`src/common/dcc_pkg.sv`:
```
package dcc_pkg;
   // ============================================================
   // Sizes
   localparam int unsigned NUM_CMP      = 2;
   localparam int unsigned DATA_W       = 32;
   localparam int unsigned ADDR_W       = 4;

   // ============================================================
   // Register word offsets (Avalon word addresses)
   localparam logic [3:0] OFS_CTRL      = 4'h0;
   localparam logic [3:0] OFS_STATUS    = 4'h1;
   localparam logic [3:0] OFS_IRQ_EN    = 4'h2;
   localparam logic [3:0] OFS_IRQ_CLR   = 4'h3;
   localparam logic [3:0] OFS_POWER     = 4'h4;

   // ============================================================
   // Per-comparator configuration fields (byte n of ctrl word)
   localparam int unsigned FLD_ENABLE    = 0;
   localparam int unsigned FLD_POS_SEL   = 1;
   localparam int unsigned FLD_NEG_SEL   = 2;
   localparam int unsigned FLD_PIN_OUT   = 3;
   localparam int unsigned FLD_CMP_IE    = 4;
   localparam int unsigned FLD_FLAG      = 5;
   localparam int unsigned CFG_W         = 8;

   // Status word fields
   localparam int unsigned ST_RESULT     = 0;
   localparam int unsigned ST_FLAG       = 2;
   localparam int unsigned ST_WAKE       = 4;

   // Power word fields
   localparam int unsigned PW_GATE       = 0;
   localparam int unsigned PW_TOTAL_PD   = 1;

   localparam logic [CFG_W-1:0] CFG_RESET = 8'h00;

   // Settling time before the interrupt may be enabled
   localparam int unsigned SETTLE_US     = 10;
   localparam int unsigned CLK_MHZ       = 100;
   localparam int unsigned SETTLE_CYC    = SETTLE_US * CLK_MHZ;

   typedef enum logic [1:0] {
      DCC_PM_RUN,
      DCC_PM_IDLE,
      DCC_PM_PD,
      DCC_PM_TOTAL_PD
   } dcc_pmode_t;
endpackage

```
`src/common/dcc_if.sv`:
```
`timescale 1ns/1ps
interface dcc_if;
   // Per-comparator configuration and shared power controls from the core
   logic [dcc_pkg::NUM_CMP-1:0] enable;
   logic [dcc_pkg::NUM_CMP-1:0] pos_sel;
   logic [dcc_pkg::NUM_CMP-1:0] neg_sel;
   logic [dcc_pkg::NUM_CMP-1:0] pin_out_en;
   logic [dcc_pkg::NUM_CMP-1:0] irq_en;
   logic [dcc_pkg::NUM_CMP-1:0] flag_clr;
   logic                        power_gating_ctrl;
   dcc_pkg::dcc_pmode_t         pmode;
   // Results back to the core
   logic [dcc_pkg::NUM_CMP-1:0] cmp_result_bit;
   logic [dcc_pkg::NUM_CMP-1:0] cmp_change_flag;
   logic                        irq;
   logic                        wake;

   modport comparator (
      input  enable, pos_sel, neg_sel, pin_out_en, irq_en, flag_clr, power_gating_ctrl, pmode,
      output cmp_result_bit, cmp_change_flag, irq, wake
   );
   modport core (
      output enable, pos_sel, neg_sel, pin_out_en, irq_en, flag_clr, power_gating_ctrl, pmode,
      input  cmp_result_bit, cmp_change_flag, irq, wake
   );
endinterface

```
`src/rtl/dcc_core_ctrl.sv`:
```
`timescale 1ns/1ps
module dcc_core_ctrl (
   input  wire logic                               clock_i,
   input  wire logic                               reset_i,
   input  wire logic [dcc_pkg::ADDR_W-1:0]         avs_address_i,
   input  wire logic                               avs_read_i,
   input  wire logic                               avs_write_i,
   input  wire logic [dcc_pkg::DATA_W-1:0]         avs_writedata_i,
   output      logic [dcc_pkg::DATA_W-1:0]         avs_readdata_o,
   output      logic                               avs_waitrequest_o,
   output      logic                               irq_o,
   output      logic [dcc_pkg::NUM_CMP-1:0]        settle_busy_o,
   dcc_if.core                                     bus
);
   // ============================================================
   // Configuration registers
   logic [dcc_pkg::CFG_W-1:0]   cfg_q [dcc_pkg::NUM_CMP];
   logic [1:0]                  pwr_q;
   logic [dcc_pkg::NUM_CMP-1:0] clr_q;
   logic [dcc_pkg::NUM_CMP-1:0] wake_q;
   logic [dcc_pkg::NUM_CMP-1:0] ien_q;
   logic [15:0]                 settle_q [dcc_pkg::NUM_CMP];
   logic                        ack_q;
   logic [dcc_pkg::DATA_W-1:0]  rdata_q;
   logic                        wr;
   logic                        rd;

   // One wait state: read data is captured at the first edge and stands
   // through the second; a write lands only at the completing edge
   assign wr = avs_write_i && ack_q;
   assign rd = avs_read_i && !ack_q;
   assign avs_waitrequest_o = (avs_read_i || avs_write_i) && !ack_q;

   always_ff @(posedge clock_i) begin
      if (reset_i) begin
         ack_q <= 1'b0;
      end else begin
         ack_q <= (avs_read_i || avs_write_i) && !ack_q;
      end
   end

   always_ff @(posedge clock_i) begin
      if (reset_i) begin
         for (int n = 0; n < dcc_pkg::NUM_CMP; n++) begin
            cfg_q[n] <= dcc_pkg::CFG_RESET;
         end
         pwr_q <= '0;
      end else if (wr && avs_address_i == dcc_pkg::OFS_CTRL) begin
         for (int n = 0; n < dcc_pkg::NUM_CMP; n++) begin
            cfg_q[n] <= avs_writedata_i[n*dcc_pkg::CFG_W +: dcc_pkg::CFG_W];
         end
      end else if (wr && avs_address_i == dcc_pkg::OFS_POWER) begin
         pwr_q <= avs_writedata_i[1:0];
      end
   end

   // Writing zero to a flag bit clears it; one-cycle pulse
   always_ff @(posedge clock_i) begin
      if (reset_i) begin
         clr_q <= '0;
      end else begin
         for (int n = 0; n < dcc_pkg::NUM_CMP; n++) begin
            clr_q[n] <= wr && avs_address_i == dcc_pkg::OFS_CTRL
                        && !avs_writedata_i[n*dcc_pkg::CFG_W + dcc_pkg::FLD_FLAG];
         end
      end
   end

   // ============================================================
   // Wake event sticky status, clear register and enable register
   always_ff @(posedge clock_i) begin
      if (reset_i) begin
         wake_q <= '0;
         ien_q  <= '0;
      end else begin
         for (int n = 0; n < dcc_pkg::NUM_CMP; n++) begin
            if (bus.wake && bus.cmp_change_flag[n] && cfg_q[n][dcc_pkg::FLD_CMP_IE]) begin
               wake_q[n] <= 1'b1;
            end else if (wr && avs_address_i == dcc_pkg::OFS_IRQ_CLR && avs_writedata_i[n]) begin
               wake_q[n] <= 1'b0;
            end
         end
         if (wr && avs_address_i == dcc_pkg::OFS_IRQ_EN) begin
            ien_q <= avs_writedata_i[dcc_pkg::NUM_CMP-1:0];
         end
      end
   end

   // Settling guard: interrupt held off after enable
   always_ff @(posedge clock_i) begin
      if (reset_i) begin
         for (int n = 0; n < dcc_pkg::NUM_CMP; n++) begin
            settle_q[n] <= '0;
         end
      end else begin
         for (int n = 0; n < dcc_pkg::NUM_CMP; n++) begin
            if (!cfg_q[n][dcc_pkg::FLD_ENABLE]) begin
               settle_q[n] <= 16'(dcc_pkg::SETTLE_CYC);
            end else if (settle_q[n] != 16'h0000) begin
               settle_q[n] <= settle_q[n] - 16'h0001;
            end
         end
      end
   end

   always_comb begin
      for (int n = 0; n < dcc_pkg::NUM_CMP; n++) begin
         bus.enable[n]     = cfg_q[n][dcc_pkg::FLD_ENABLE];
         bus.pos_sel[n]    = cfg_q[n][dcc_pkg::FLD_POS_SEL];
         bus.neg_sel[n]    = cfg_q[n][dcc_pkg::FLD_NEG_SEL];
         bus.pin_out_en[n] = cfg_q[n][dcc_pkg::FLD_PIN_OUT];
         // Interrupt off while settling after enable; a disabled unit still
         // reports its forced-high edge
         bus.irq_en[n]     = cfg_q[n][dcc_pkg::FLD_CMP_IE]
                             && (!cfg_q[n][dcc_pkg::FLD_ENABLE] || settle_q[n] == 16'h0000);
         settle_busy_o[n]  = settle_q[n] != 16'h0000;
      end
   end

   assign bus.flag_clr          = clr_q;
   assign bus.power_gating_ctrl = pwr_q[dcc_pkg::PW_GATE];
   assign bus.pmode = pwr_q[dcc_pkg::PW_TOTAL_PD] ? dcc_pkg::DCC_PM_TOTAL_PD : dcc_pkg::DCC_PM_RUN;
   assign irq_o = bus.irq || |(wake_q & ien_q);

   // ============================================================
   // Read data
   always_ff @(posedge clock_i) begin
      if (reset_i) begin
         rdata_q <= '0;
      end else if (rd) begin
         rdata_q <= '0;
         unique case (avs_address_i)
            dcc_pkg::OFS_CTRL: begin
               for (int n = 0; n < dcc_pkg::NUM_CMP; n++) begin
                  rdata_q[n*dcc_pkg::CFG_W +: dcc_pkg::CFG_W] <= cfg_q[n]
                     | (8'(bus.cmp_change_flag[n]) << dcc_pkg::FLD_FLAG);
               end
            end
            dcc_pkg::OFS_STATUS: begin
               rdata_q[dcc_pkg::ST_RESULT +: dcc_pkg::NUM_CMP] <= bus.cmp_result_bit;
               rdata_q[dcc_pkg::ST_FLAG +: dcc_pkg::NUM_CMP]   <= bus.cmp_change_flag;
               rdata_q[dcc_pkg::ST_WAKE +: dcc_pkg::NUM_CMP]   <= wake_q;
            end
            dcc_pkg::OFS_IRQ_EN: rdata_q[dcc_pkg::NUM_CMP-1:0] <= ien_q;
            dcc_pkg::OFS_POWER:  rdata_q[1:0] <= pwr_q;
            default:             rdata_q <= '0;
         endcase
      end
   end

   assign avs_readdata_o = rdata_q;
endmodule

```
`src/flat_wrapper.sv`:
```
// flat-port wrapper written by rule: the top's interface ports become plain ports
module dcc_core_ctrl_flat 
  (clock_i, reset_i, avs_address_i, avs_read_i, avs_write_i, avs_writedata_i, avs_readdata_o, avs_waitrequest_o, irq_o, settle_busy_o, bus_enable, bus_pos_sel, bus_neg_sel, bus_pin_out_en, bus_irq_en, bus_flag_clr, bus_power_gating_ctrl, bus_pmode, bus_cmp_result_bit, bus_cmp_change_flag, bus_irq, bus_wake);
  dcc_if bus_i ();
  input  wire logic clock_i;
  input  wire logic reset_i;
  input  wire logic [dcc_pkg::ADDR_W-1:0] avs_address_i;
  input  wire logic avs_read_i;
  input  wire logic avs_write_i;
  input  wire logic [dcc_pkg::DATA_W-1:0] avs_writedata_i;
  output      logic [dcc_pkg::DATA_W-1:0] avs_readdata_o;
  output      logic avs_waitrequest_o;
  output      logic irq_o;
  output      logic [dcc_pkg::NUM_CMP-1:0] settle_busy_o;
  output wire logic [$bits(bus_i.enable)-1:0] bus_enable;
  output wire logic [$bits(bus_i.pos_sel)-1:0] bus_pos_sel;
  output wire logic [$bits(bus_i.neg_sel)-1:0] bus_neg_sel;
  output wire logic [$bits(bus_i.pin_out_en)-1:0] bus_pin_out_en;
  output wire logic [$bits(bus_i.irq_en)-1:0] bus_irq_en;
  output wire logic [$bits(bus_i.flag_clr)-1:0] bus_flag_clr;
  output wire logic [$bits(bus_i.power_gating_ctrl)-1:0] bus_power_gating_ctrl;
  output wire logic [$bits(bus_i.pmode)-1:0] bus_pmode;
  input wire logic [$bits(bus_i.cmp_result_bit)-1:0] bus_cmp_result_bit;
  input wire logic [$bits(bus_i.cmp_change_flag)-1:0] bus_cmp_change_flag;
  input wire logic [$bits(bus_i.irq)-1:0] bus_irq;
  input wire logic [$bits(bus_i.wake)-1:0] bus_wake;
  assign bus_enable = bus_i.enable;
  assign bus_pos_sel = bus_i.pos_sel;
  assign bus_neg_sel = bus_i.neg_sel;
  assign bus_pin_out_en = bus_i.pin_out_en;
  assign bus_irq_en = bus_i.irq_en;
  assign bus_flag_clr = bus_i.flag_clr;
  assign bus_power_gating_ctrl = bus_i.power_gating_ctrl;
  assign bus_pmode = bus_i.pmode;
  assign bus_i.cmp_result_bit = bus_cmp_result_bit;
  assign bus_i.cmp_change_flag = bus_cmp_change_flag;
  assign bus_i.irq = bus_irq;
  assign bus_i.wake = bus_wake;
  dcc_core_ctrl u_core (.clock_i(clock_i), .reset_i(reset_i), .avs_address_i(avs_address_i), .avs_read_i(avs_read_i), .avs_write_i(avs_write_i), .avs_writedata_i(avs_writedata_i), .avs_readdata_o(avs_readdata_o), .avs_waitrequest_o(avs_waitrequest_o), .irq_o(irq_o), .settle_busy_o(settle_busy_o), .bus(bus_i));
endmodule
```
`config.mk`:
```
export PLATFORM = sky130hd
export DESIGN_NAME = dcc_core_ctrl_flat
export DESIGN_NICKNAME = d
export VERILOG_FILES = /design/src/common/dcc_pkg.sv /design/src/common/dcc_if.sv /design/src/rtl/dcc_core_ctrl.sv /design/src/flat_wrapper.sv
export SDC_FILE = /design/constraint.sdc
export NUM_CORES = 1
export LEC_CHECK = 0
export BUFFER_PORTS_ARGS = -buffer_cell sky130_fd_sc_hd__buf_2
export CAP_MARGIN = 5
export CORE_ASPECT_RATIO = 0.6
export CORE_MARGIN = 2
export CORE_UTILIZATION = 48
export CTS_CLUSTER_DIAMETER = 60
export DETAILED_ROUTE_END_ITERATION = 16
export PLACE_DENSITY = 0.82
export SYNTH_ARGS = -nofsm -noshare
export SYNTH_HDL_FRONTEND = slang
export SYNTH_SLANG_ARGS = --single-unit
```
`constraint.sdc`:
```
create_clock -name clock_i -period 2.3 [get_ports clock_i]
set_input_delay 0.46 -clock clock_i [delete_from_list [all_inputs] [get_ports clock_i]]
set_output_delay 0.46 -clock clock_i [all_outputs]
set_load 0.05 [all_outputs]
```
* Word-level counts from Yosys, hierarchy flattened
Memory sizes are Yosys's and may differ from the RTL's. Index checks and enable logic that the tools add are counted.
Storage, ports and cells: register bits after elaboration 25, RAM bits 48, bits of input ports 46, word-level logic and storage cells 93, memories 2
Memory list:
- u_core.settle_q | depth 2, width 16, rd ports 2, clocked after Yosys merged registers in 0, wr ports 2, RTL line dcc_core_ctrl.sv:22 | logic [15:0] settle_q [dcc_pkg::NUM_CMP];
- u_core.cfg_q | depth 2, width 8, rd ports 2, clocked after Yosys merged registers in 0, wr ports 2, RTL line dcc_core_ctrl.sv:17 | logic [dcc_pkg::CFG_W-1:0] cfg_q [dcc_pkg::NUM_CMP];
Operators by class: $add $sub $neg 2, equality and inequality tests 4, mux-type cells 33, bitwise operators 10, reductions and logical operators 35
Operator list (number):
- $mux W16 | 4
- $logic_not A16 Y1 | 2
- $reduce_bool A16 Y1 | 2
- $sub A16 B1 Y16 const B | 2
- $mux W1 | 23
- $logic_and A1 B1 Y1 | 17
- $mux W8 | 2
- $or A8 B6 Y8 | 2
- $mux W10 | 1
- $eq A4 B2 Y1 const B | 2
- $pmux W2 S4 | 1
- $pmux W4 S2 | 1
- $or A1 B1 Y1 | 6
- $logic_not A1 Y1 | 5
- $eq A4 B1 Y1 const B | 1
- $eq A4 B3 Y1 const B | 1
- $logic_not A4 Y1 | 1
- $logic_or A1 B1 Y1 | 4
- $reduce_bool A2 Y1 | 2
- $and A2 B2 Y2 | 1
- $mux W2 | 1
- $reduce_and A2 Y1 | 1
- $reduce_or A2 Y1 | 1
- $not A1 Y1 | 1

* Longest topological paths before layout
Gate-level depths: netlist of the first run. An unclocked memory read counts as a cell.
word-level depth 7, depth in mapped cells 8

* Least setup slack after synthesis of the first run
Ideal clock, no wire load.
path type register to output, start point mem u_core.settle_q[1][10], end point out bus_irq_en[1], arrival time 2.965 ns, data required time 1.840 ns, slack -1.125 ns, stages on the path, launching flop included 6, buffers on the path 0, cell sequence edfxtp_1 > or4_4 > or4_4 > nor2_4 > inv_2 > a21boi_0
RTL lines:
- from (decl) | RTL line dcc_core_ctrl.sv:22
- to (decl) | RTL line flat_wrapper.sv:19 | output wire logic [$bits(bus_i.irq_en)-1:0] bus_irq_en;

==> flow_metrics.tcl, run 1 <==
set metrics [dict create \
    status "finished, violations left" \
    violations "setup timing" \
    crit_family "simple AND/OR/NAND/NOR gates" \
    fin_skew_ns 0.00492 \
    numPortBuffers 64 \
    worstSetupStartpointType "flop" \
    cts_tree "done" \
    n_antenna_cell 0 \
    fin_ws_ns -0.449 \
    place_congestion 0.868 \
    period_share_pct 120 \
    dp_hpwl_microns 6120 \
    p_leak_nw 1.96 \
    r2r_setup_slack_ns -0.14 \
    cts-root-buf "clkbuf_16" \
    reg2reg_to "u_core.settle_q[1][8]" \
    cts_hold_buf 0 \
    synth_ff_type "edfxtp_1" \
    worstPathArrival_ns 2.29 \
    rsz0062_at_grt "true" \
    slowest_delay_ns 0.57 \
    period_needed_ns 2.75 \
    critical_path_class "flop to output pin" \
    vias_per_cell 5.33 \
    p_per_area_mw_per_mm2 727 \
    ys_seq_elements 73 \
    pre_cts_ws_ns -0.187 \
    hold_end "u_core.bus.flag_clr[0]" \
    ant_nets 0 \
    clock-sinks 73 \
    die_w_microns 117 \
    wire_per_inst_microns 15.8 \
    postSynthCellCount 359 \
    slowest_stage "or4_4" \
    core_sq_mm 0.00736 \
    drt_wl_total_microns 8920 \
    syn_avg_cell_area_sq_um 10.3 \
    antenna_found_initial 0 \
    fin_hold_ws_ns 0.284 \
    synthToLayoutAreaGrowth_pct 29.4 \
    worst_pin_slew_ns 0.638 \
    drt_iter0_markers 195 \
    worstHoldPathType "primary input to flop" \
    ctsLongestPathBuffers 2 \
    grt_pass1_vias 2911 \
    final_net_count 504 \
    synth_seq_area_share_pct 52.5 \
    yosys_warnings 0 \
    hp-start "avs_writedata_i[5]" \
    drive_above_1_share_pct 33.1 \
    route.detailed.drc 0 \
    path_buf_inv 3 \
    cap_violations 0 \
    max-vdd-ir-drop_mv 0.573 \
    max_freq_mhz 364 \
    grt_pass1_wl_microns 14100 \
    clk_pin_slew_worst_paths_ns 0.06 \
    cp-startpoint "u_core.settle_q[1][13]" \
    synth_cell_type_count 53 \
    reg2reg_from "u_core.settle_q[1][13]" \
    grt_overflow 0 \
    cts_max_level 3 \
    die_h_microns 72.0 \
    reg2reg_depth 8 \
    dr_total_vias 3001 \
    hold_depth 2 \
    crit_chain "or4_4 > or4_4 > nor2_4 > inv_6 > buf_4 > buf_6" \
    path_common_cell "or4_4" \
    dieArea_sq_mm 0.00845 \
    setup_viol 10 \
    initial_core_util_pct 50.3 \
    grt_max_degree 27 \
    maxSlewViolCount 0 \
    grt_usage_pct 21.3 \
    row_count 24 \
    layout_commonest_cell "buf_2" \
    synth-async-reset-ratio_pct 0 \
    cts_buffers 9 \
    worst_ep_required_time_ns 1.84 \
    worst_setup_path_end_kind "output pin" \
    hold_viol_final 0 \
    insertion_delay_ns 0.34 \
    mostFrequentLayoutCells "60 x buf_2, 48 x edfxtp_1, 42 x nor2_1" \
    relSlewSlack_pct 57.5 \
    worst-path-max-fanout 2 \
    first_pass_iters 5 \
    synth_edf_count 48 \
    syn_area_sq_mm 0.00370 \
    ios 97 \
]
[sequential cells by signal, summed over array words and instances (netlist names)]
name                   count
u_core.settle_q           32
u_core.pwr_q               2
u_core.ack_q               1
u_core.ien_q               2
u_core.avs_readdata_o     16
u_core.cfg_q              16
u_core.wake_q              2
u_core.bus.flag_clr        2
[synthesized netlist by cell type (all sizes together), types with 2 or more instances]
cell type | n | area share [%]
a31o | 2 | 0.47
a221oi | 3 | 0.71
nand3b | 4 | 0.81
xnor2 | 11 | 2.6
o211ai | 5 | 1.0
nor2 | 43 | 4.6
nor3b | 3 | 0.74
o31ai | 3 | 0.61
nor4b | 3 | 0.88
nand2b | 3 | 0.51
a22oi | 6 | 1.2
or4 | 4 | 1.0
or3 | 2 | 0.34
and2 | 17 | 2.9
o21a | 2 | 0.41
ha | 4 | 1.4
o21ai | 3 | 0.41
nand3 | 15 | 2.0
edfxtp | 48 | 39
xor2 | 12 | 2.8
mux2i | 2 | 0.54
inv | 6 | 0.61
dfxtp | 25 | 14
nand2 | 23 | 2.4
clkbuf | 12 | 1.2
a21oi | 24 | 3.2
and2b | 2 | 0.47
nand4 | 4 | 0.68
nor4 | 8 | 1.8
a32oi | 2 | 0.47
buf | 27 | 5.3
nor2b | 8 | 1.4
nor3 | 12 | 1.6
[area by class of cell]
type | count | area, sq um
fill | 567 | 2570
sequential | 73 | 1940
multi-input combinational | 256 | 1650
timing repair buffer | 108 | 712
clock buffer | 10 | 229
tap | 104 | 130
clock inverter | 6 | 90.1
inverter | 6 | 31.3
[kinds of logic (layout without fill, tap and decap cells)]
family / Yosys count / count (layout) / synth area share [%]
AO/OA/AOI/OAI: 54 / 54 / 9.44
XOR/XNOR: 23 / 23 / 5.45
adder cells (fa/ha/maj): 5 / 5 / 1.62
buffers and inverters: 45 / 130 / 7.17
flip-flops: 73 / 73 / 52.5
multiplexers: 2 / 2 / 0.541
other: 1 / 16 / 0.101
AND/OR/NAND/NOR: 156 / 156 / 23.2
[stage by stage]
step	area, sq um	TNS (ns)	instances	util, %	power, W
finish	4790	-1.79	563	65.1	0.00348
global route	4790	-2.60	563	65.1	0.00359
CTS	4670	-1.06	557	63.4	0.00348
detailed placement	4240	-0.885	533	57.7	0.00196
global placement	4240	-0.664	533	57.7	0.00194
floorplan	3810	-0.230	374	-	0.00185
[worst reg2reg max path: stages (launching register included)]
cell	delay [ns]
edfxtp_1	0.42
or4_4	0.57
buf_4	0.15
buf_6	0.11
nor4_4	0.23
buf_4	0.16
nand4_1	0.22
o211ai_1	0.19
a21oi_1	0.10
[repair_timing]
| action | in CTS | in global routing |
|---|---|---|
| endpoints found under the setup margin | 10 | 36 |
| setup buffers | 8 | 7 |
| pin swaps | 9 | 8 |
| cloned | 0 | 1 |
| gates resized for setup | 15 | 13 |
[per-layer routing]
layer	GRT usage, %	wire length, microns	vias to the layer above
met5	0	0	-
met4	7.90	146	0
met1	28.1	3990	1430
li1	-	-	1440
met3	5.66	601	15
met2	34.4	4180	116
[power breakdown]
part	internal, W	switching, W	total [W]
logic	0.000177	0.000306	0.000484
registers	0.00144	0.0000505	0.00149
clock network	0.000953	0.000550	0.00150
total	0.00257	0.000907	0.00348
[how the worst max path moves through the flow]
stage | end | slack, ns | depth (start not counted)
detailed placement | bus_irq_en[1] | -0.19 | 6
global placement | bus_irq_en[1] | -0.16 | 6
floorplan | bus_irq_en[1] | -0.18 | 5
finish | settle_busy_o[1] | -0.45 | 6
CTS | bus_irq_en[1] | -0.43 | 6
global route | bus_irq_en[1] | -0.49 | 6
No activity file was read; power rests on OpenSTA's default activity.
==> run 2, diff against run 1 <==
Settings changed: CORE_UTILIZATION 48 to 35, PLACE_DENSITY 0.82 to 0.64.
==> flow_metrics.tcl, run 2 (synthesis gave the netlist of run 1 again) <==
set metrics [dict create \
    first_pass_iters 4 \
    reg2reg_depth 7 \
    cts-root-buf "clkbuf_16" \
    cts_buffers 9 \
    drt_wl_total_microns 8540 \
    gr-usage-met1_pct 22.0 \
    cts_tree "done" \
    p_per_area_mw_per_mm2 682 \
    hold_viol_final 0 \
    antenna_found_initial 0 \
    insertion_delay_ns 0.34 \
    period_share_pct 118 \
    max-vdd-ir-drop_mv 0.476 \
    grt_pass1_vias 2775 \
    cap_violations 0 \
    place_congestion 0.807 \
    layout_commonest_cell "buf_2" \
    rsz0062_at_grt "true" \
    setup_viol 4 \
    grt_max_degree 26 \
    initial_core_util_pct 35.5 \
    worst-path-max-fanout 2 \
    vias_per_cell 4.81 \
    p_leak_nw 1.93 \
    fin_skew_ns 0.00616 \
    slowest_delay_ns 0.56 \
    use_met3_pct 6.31 \
    worstSetupStartpointType "flop" \
    reg2reg_to "u_core.settle_q[1][7]" \
    relSlewSlack_pct 56.0 \
    maxSlewViolCount 0 \
    ant_nets 0 \
    wire_per_inst_microns 14.2 \
    clk_pin_slew_worst_paths_ns 0.06 \
    critical_path_class "flop to output pin" \
    route.detailed.drc 0 \
    max_freq_mhz 370 \
    core_sq_mm 0.0104 \
    hold_end "u_core.bus.flag_clr[0]" \
    p_total_w 0.00328 \
    ios 97 \
    fill_cells 965 \
    dieArea_sq_mm 0.0114 \
    grt_pass1_wl_microns 13700 \
    hp-start "avs_writedata_i[5]" \
    worst_pin_slew_ns 0.660 \
    worst_setup_path_end_kind "output pin" \
    period_needed_ns 2.70 \
    row_count 29 \
    cts_max_level 3 \
    top_usage_layer "met1" \
    r2r_setup_slack_ns 0 \
    grt_overflow 0 \
    largest_reg_flops 32 \
    reg2reg_from "u_core.settle_q[1][13]" \
    final_net_count 506 \
    drive_above_1_share_pct 33.6 \
    met2_usage_pct 21.8 \
    hold_depth 2 \
    worstPathArrival_ns 2.24 \
    synthToLayoutAreaGrowth_pct 29.8 \
    n_antenna_cell 0 \
    numPortBuffers 64 \
    path_common_cell "or4_4" \
    violations "setup timing" \
    clock-sinks 73 \
    fin_hold_ws_ns 0.280 \
    slowest_stage "or4_4" \
    crit_chain "or4_4 > or4_4 > nor2_4 > inv_6 > buf_4 > buf_8" \
    dp_hpwl_microns 6010 \
    grt_usage_pct 15.4 \
    die_w_microns 137 \
    drt_iter0_markers 91 \
    worstHoldPathType "primary input to flop" \
    die_h_microns 83.6 \
    dr_total_vias 2885 \
    status "finished, violations left" \
    ctsLongestPathBuffers 2 \
    fin_ws_ns -0.405 \
    regMostFlops "u_core.settle_q" \
    worst_ep_required_time_ns 1.84 \
    mostFrequentLayoutCells "60 x buf_2, 48 x edfxtp_1, 44 x buf_4" \
    cts_hold_buf 0 \
]
[run 2: cell count changes in the layout (fill, tap and decap cells not counted), sizes merged]
cell    change
buf         +3
bufinv      -2
clkinv      +1
[run 2: worst max path at each step]
stage	startpoint	to	slack, ns	cells past startpoint
after floorplan	u_core.settle_q[1][11]	bus_irq_en[1]	-0.18	5
after detailed placement	u_core.settle_q[1][13]	bus_irq_en[1]	-0.18	6
after CTS	u_core.settle_q[1][13]	bus_irq_en[1]	-0.42	6
final	u_core.settle_q[1][13]	settle_busy_o[1]	-0.40	6
after global routing	u_core.settle_q[1][13]	bus_irq_en[1]	-0.47	6
after global placement	u_core.settle_q[1][13]	bus_irq_en[1]	-0.17	6
[run 2: cell type report]
cell class                 count  area, sq um  area share [%]
inverter                       6         31.3           0.651
sequential                    73         1940            40.4
tap                          139          174            3.62
clock inverter                 5         38.8           0.808
timing repair buffer         110          706            14.7
clock buffer                  11          243            5.05
multi-input combinational    256         1670            34.7
[run 2: critical path: cells and delay by family, from the launching register on]
kind	cells	cell delay, ns
buf+inv	3	0.33
flops	1	0.40
simple gates	3	1.17
[run 2: layer usage]
metal | part of all wire (%) | vias to the layer above
met3 | 5.7 | 4
met2 | 43 | 72
met5 | 0 | -
met1 | 51 | 1366
li1 | - | 1443
met4 | 0.20 | 0
[run 2: stage by stage]
step	cell area, sq um	TNS, ns	util (%)	std cells	worst slack, ns
finish	4800	-0.932	46.1	600	-0.405
global route	4800	-1.66	46.1	600	-0.471
CTS	4690	-0.999	45.1	593	-0.422
detailed placement	4290	-0.741	41.2	568	-0.184
global placement	4290	-0.509	41.2	568	-0.166
floorplan	3810	-0.230	-	374	-0.178
[run 2: where the power goes]
| part | internal [W] | leakage (nW) | switching (W) |
|---|---|---|---|
| clock network | 0.000765 | 0.136 | 0.000537 |
| registers | 0.00144 | 0.744 | 0.0000494 |
| logic | 0.000183 | 1.05 | 0.000300 |
[run 2: what timing repair did]
| action | CTS | global route |
|---|---|---|
| pin swaps | 3 | 11 |
| resized for setup | 16 | 13 |
| hold endpoints to repair | 0 | 0 |
| setup buffers | 9 | 8 |
| endpoints found under the setup margin | 19 | 22 |
==> run 3, diff against run 2 <==
Settings changed: CORE_UTILIZATION 35 to 48, PLACE_DENSITY 0.64 to 0.82, SKIP_CTS_REPAIR_TIMING set to 1.
==> flow_metrics.tcl, run 3 (synthesis gave the netlist of run 1 again) <==
set metrics [dict create \
    p_per_area_mw_per_mm2 734 \
    maxSlewViolCount 0 \
    reg2reg_depth 8 \
    fin_ws_ns -0.476 \
    drt_wl_total_microns 9050 \
    rsz0062_at_grt "true" \
    power_frac_comb_pct 13.8 \
    ctsLongestPathBuffers 2 \
    final_net_count 500 \
    ant_nets 0 \
    p_seq_share_pct 43.0 \
    regArea_sq_mm 0.00194 \
    regMostFlops "u_core.settle_q" \
    worstPathArrival_ns 2.32 \
    fin_skew_ns 0.00561 \
    intPower_w 0.00257 \
    clock-sinks 73 \
    worst_ep_required_time_ns 1.84 \
    clockPowerShare_pct 43.2 \
    reg2reg_to "u_core.settle_q[1][8]" \
    period_needed_ns 2.78 \
    grt_usage_pct 20.7 \
    max-vdd-ir-drop_mv 0.572 \
    layout_commonest_cell "buf_2" \
    drt_iter0_markers 205 \
    path_common_cell "or4_4" \
    hold_viol_final 0 \
    mostFrequentLayoutCells "60 x buf_2, 48 x edfxtp_1, 42 x nor2_1" \
    initial_core_util_pct 50.3 \
    place_congestion 0.868 \
    synthToLayoutAreaGrowth_pct 28.0 \
    setup_viol 25 \
    first_pass_iters 5 \
    worstHoldPathType "primary input to flop" \
    die_w_microns 117 \
    tns_ns -2.71 \
    max_freq_mhz 360 \
    cts_tree "done" \
    row_count 24 \
    hold_depth 2 \
    drive_above_1_share_pct 32.3 \
    route.detailed.drc 0 \
    status "finished, violations left" \
    dr_total_vias 3035 \
    fill_cells 576 \
    grt_pass1_wl_microns 13700 \
    swShare_pct 26.1 \
    p_sw_w 0.000907 \
    grt_overflow 0 \
    numPortBuffers 64 \
    crit_family "simple AND/OR/NAND/NOR gates" \
    grt_max_degree 27 \
    crit_chain "or4_4 > or4_4 > nor2_4 > inv_6 > buf_4 > buf_6" \
    violations "setup timing" \
    wire_per_inst_microns 16.2 \
    die_h_microns 72.0 \
    r2r_setup_slack_ns -0.23 \
    worstSetupStartpointType "flop" \
    core_sq_mm 0.00736 \
    largest_reg_flops 32 \
    grt_pass1_vias 2858 \
    dp_hpwl_microns 6120 \
    clk_pin_slew_worst_paths_ns 0.06 \
    dieArea_sq_mm 0.00845 \
    cts-root-buf "clkbuf_16" \
    hold_end "u_core.bus.flag_clr[0]" \
    worst_setup_path_end_kind "output pin" \
    relSlewSlack_pct 57.3 \
    hp-start "avs_writedata_i[5]" \
    utilization_pct 64.3 \
    cap_violations 0 \
    insertion_delay_ns 0.34 \
    worst-path-max-fanout 2 \
    reg2reg_from "u_core.settle_q[1][13]" \
    slowest_stage "or4_4" \
    ios 97 \
    p_leak_nw 1.93 \
    vias_per_cell 5.43 \
    multi_input_area_sq_mm 0.00165 \
    slowest_delay_ns 0.57 \
    critical_path_class "flop to output pin" \
    cts_buffers 9 \
    worst_pin_slew_ns 0.641 \
    n_antenna_cell 0 \
    cts_max_level 3 \
    path_buf_inv 3 \
    period_share_pct 121 \
    antenna_found_initial 0 \
]
==> run 3: changes by cell type in the layout (fill, tap and decap cells not counted), sizes merged <==
cell,previous run,this run
clkbuf,11,10
clkinv,3,2
bufinv,0,2
buf,110,104
==> run 3: layout make-up <==
cell class | instances | area share, %
inverters | 6 | 0.661
multi-input cells | 256 | 34.8
clock inverters | 6 | 1.90
flip-flops and latches | 73 | 41.0
repair buffers | 104 | 14.0
clock buffers | 10 | 4.84
well taps | 104 | 2.75
==> run 3: worst max path at each step <==
stage	from	endpoint	slack, ns	cells past startpoint
final	u_core.settle_q[1][13]	settle_busy_o[1]	-0.48	6
after global routing	u_core.settle_q[1][13]	bus_irq_en[1]	-0.50	6
after CTS	u_core.settle_q[1][13]	bus_irq_en[1]	-0.56	6
after detailed placement	u_core.settle_q[1][13]	bus_irq_en[1]	-0.19	6
after global placement	u_core.settle_q[1][13]	bus_irq_en[1]	-0.16	6
after floorplan	u_core.settle_q[1][11]	bus_irq_en[1]	-0.18	5
==> run 3: per-stage QoR <==
step	area (sq um)	cells	power (W)	worst slack, ns	hold WS [ns]
2_1_floorplan	3810	374	0.00185	-0.178	0.449
3_3_place_gp	4240	533	0.00194	-0.159	0.438
3_5_place_dp	4240	533	0.00196	-0.187	0.448
4_1_cts	4560	549	0.00346	-0.562	0.279
5_1_grt	4730	559	0.00358	-0.503	0.288
6_report	4730	559	0.00348	-0.476	0.286
==> run 3: power by group through the flow <==
| stage | clock (W) | sequential (W) | combinational, W |
|---|---|---|---|
| 4_1_cts | 0.00153 | 0.00149 | 0.000442 |
| 5_1_grt | 0.00157 | 0.00150 | 0.000510 |
| 2_1_floorplan | 0 | 0.00153 | 0.000320 |
| 3_3_place_gp | 0 | 0.00151 | 0.000427 |
| 6_report | 0.00150 | 0.00149 | 0.000480 |
| 3_5_place_dp | 0 | 0.00152 | 0.000438 |
==> run 3: per-layer routing <==
layer	share of wire [%]	vias to the layer above	GRT usage (%)
met4	1.3	0	7.63
met2	47	148	33.2
met3	7.7	16	5.74
met1	44	1447	27.5
met5	0	-	0
li1	-	1424	-
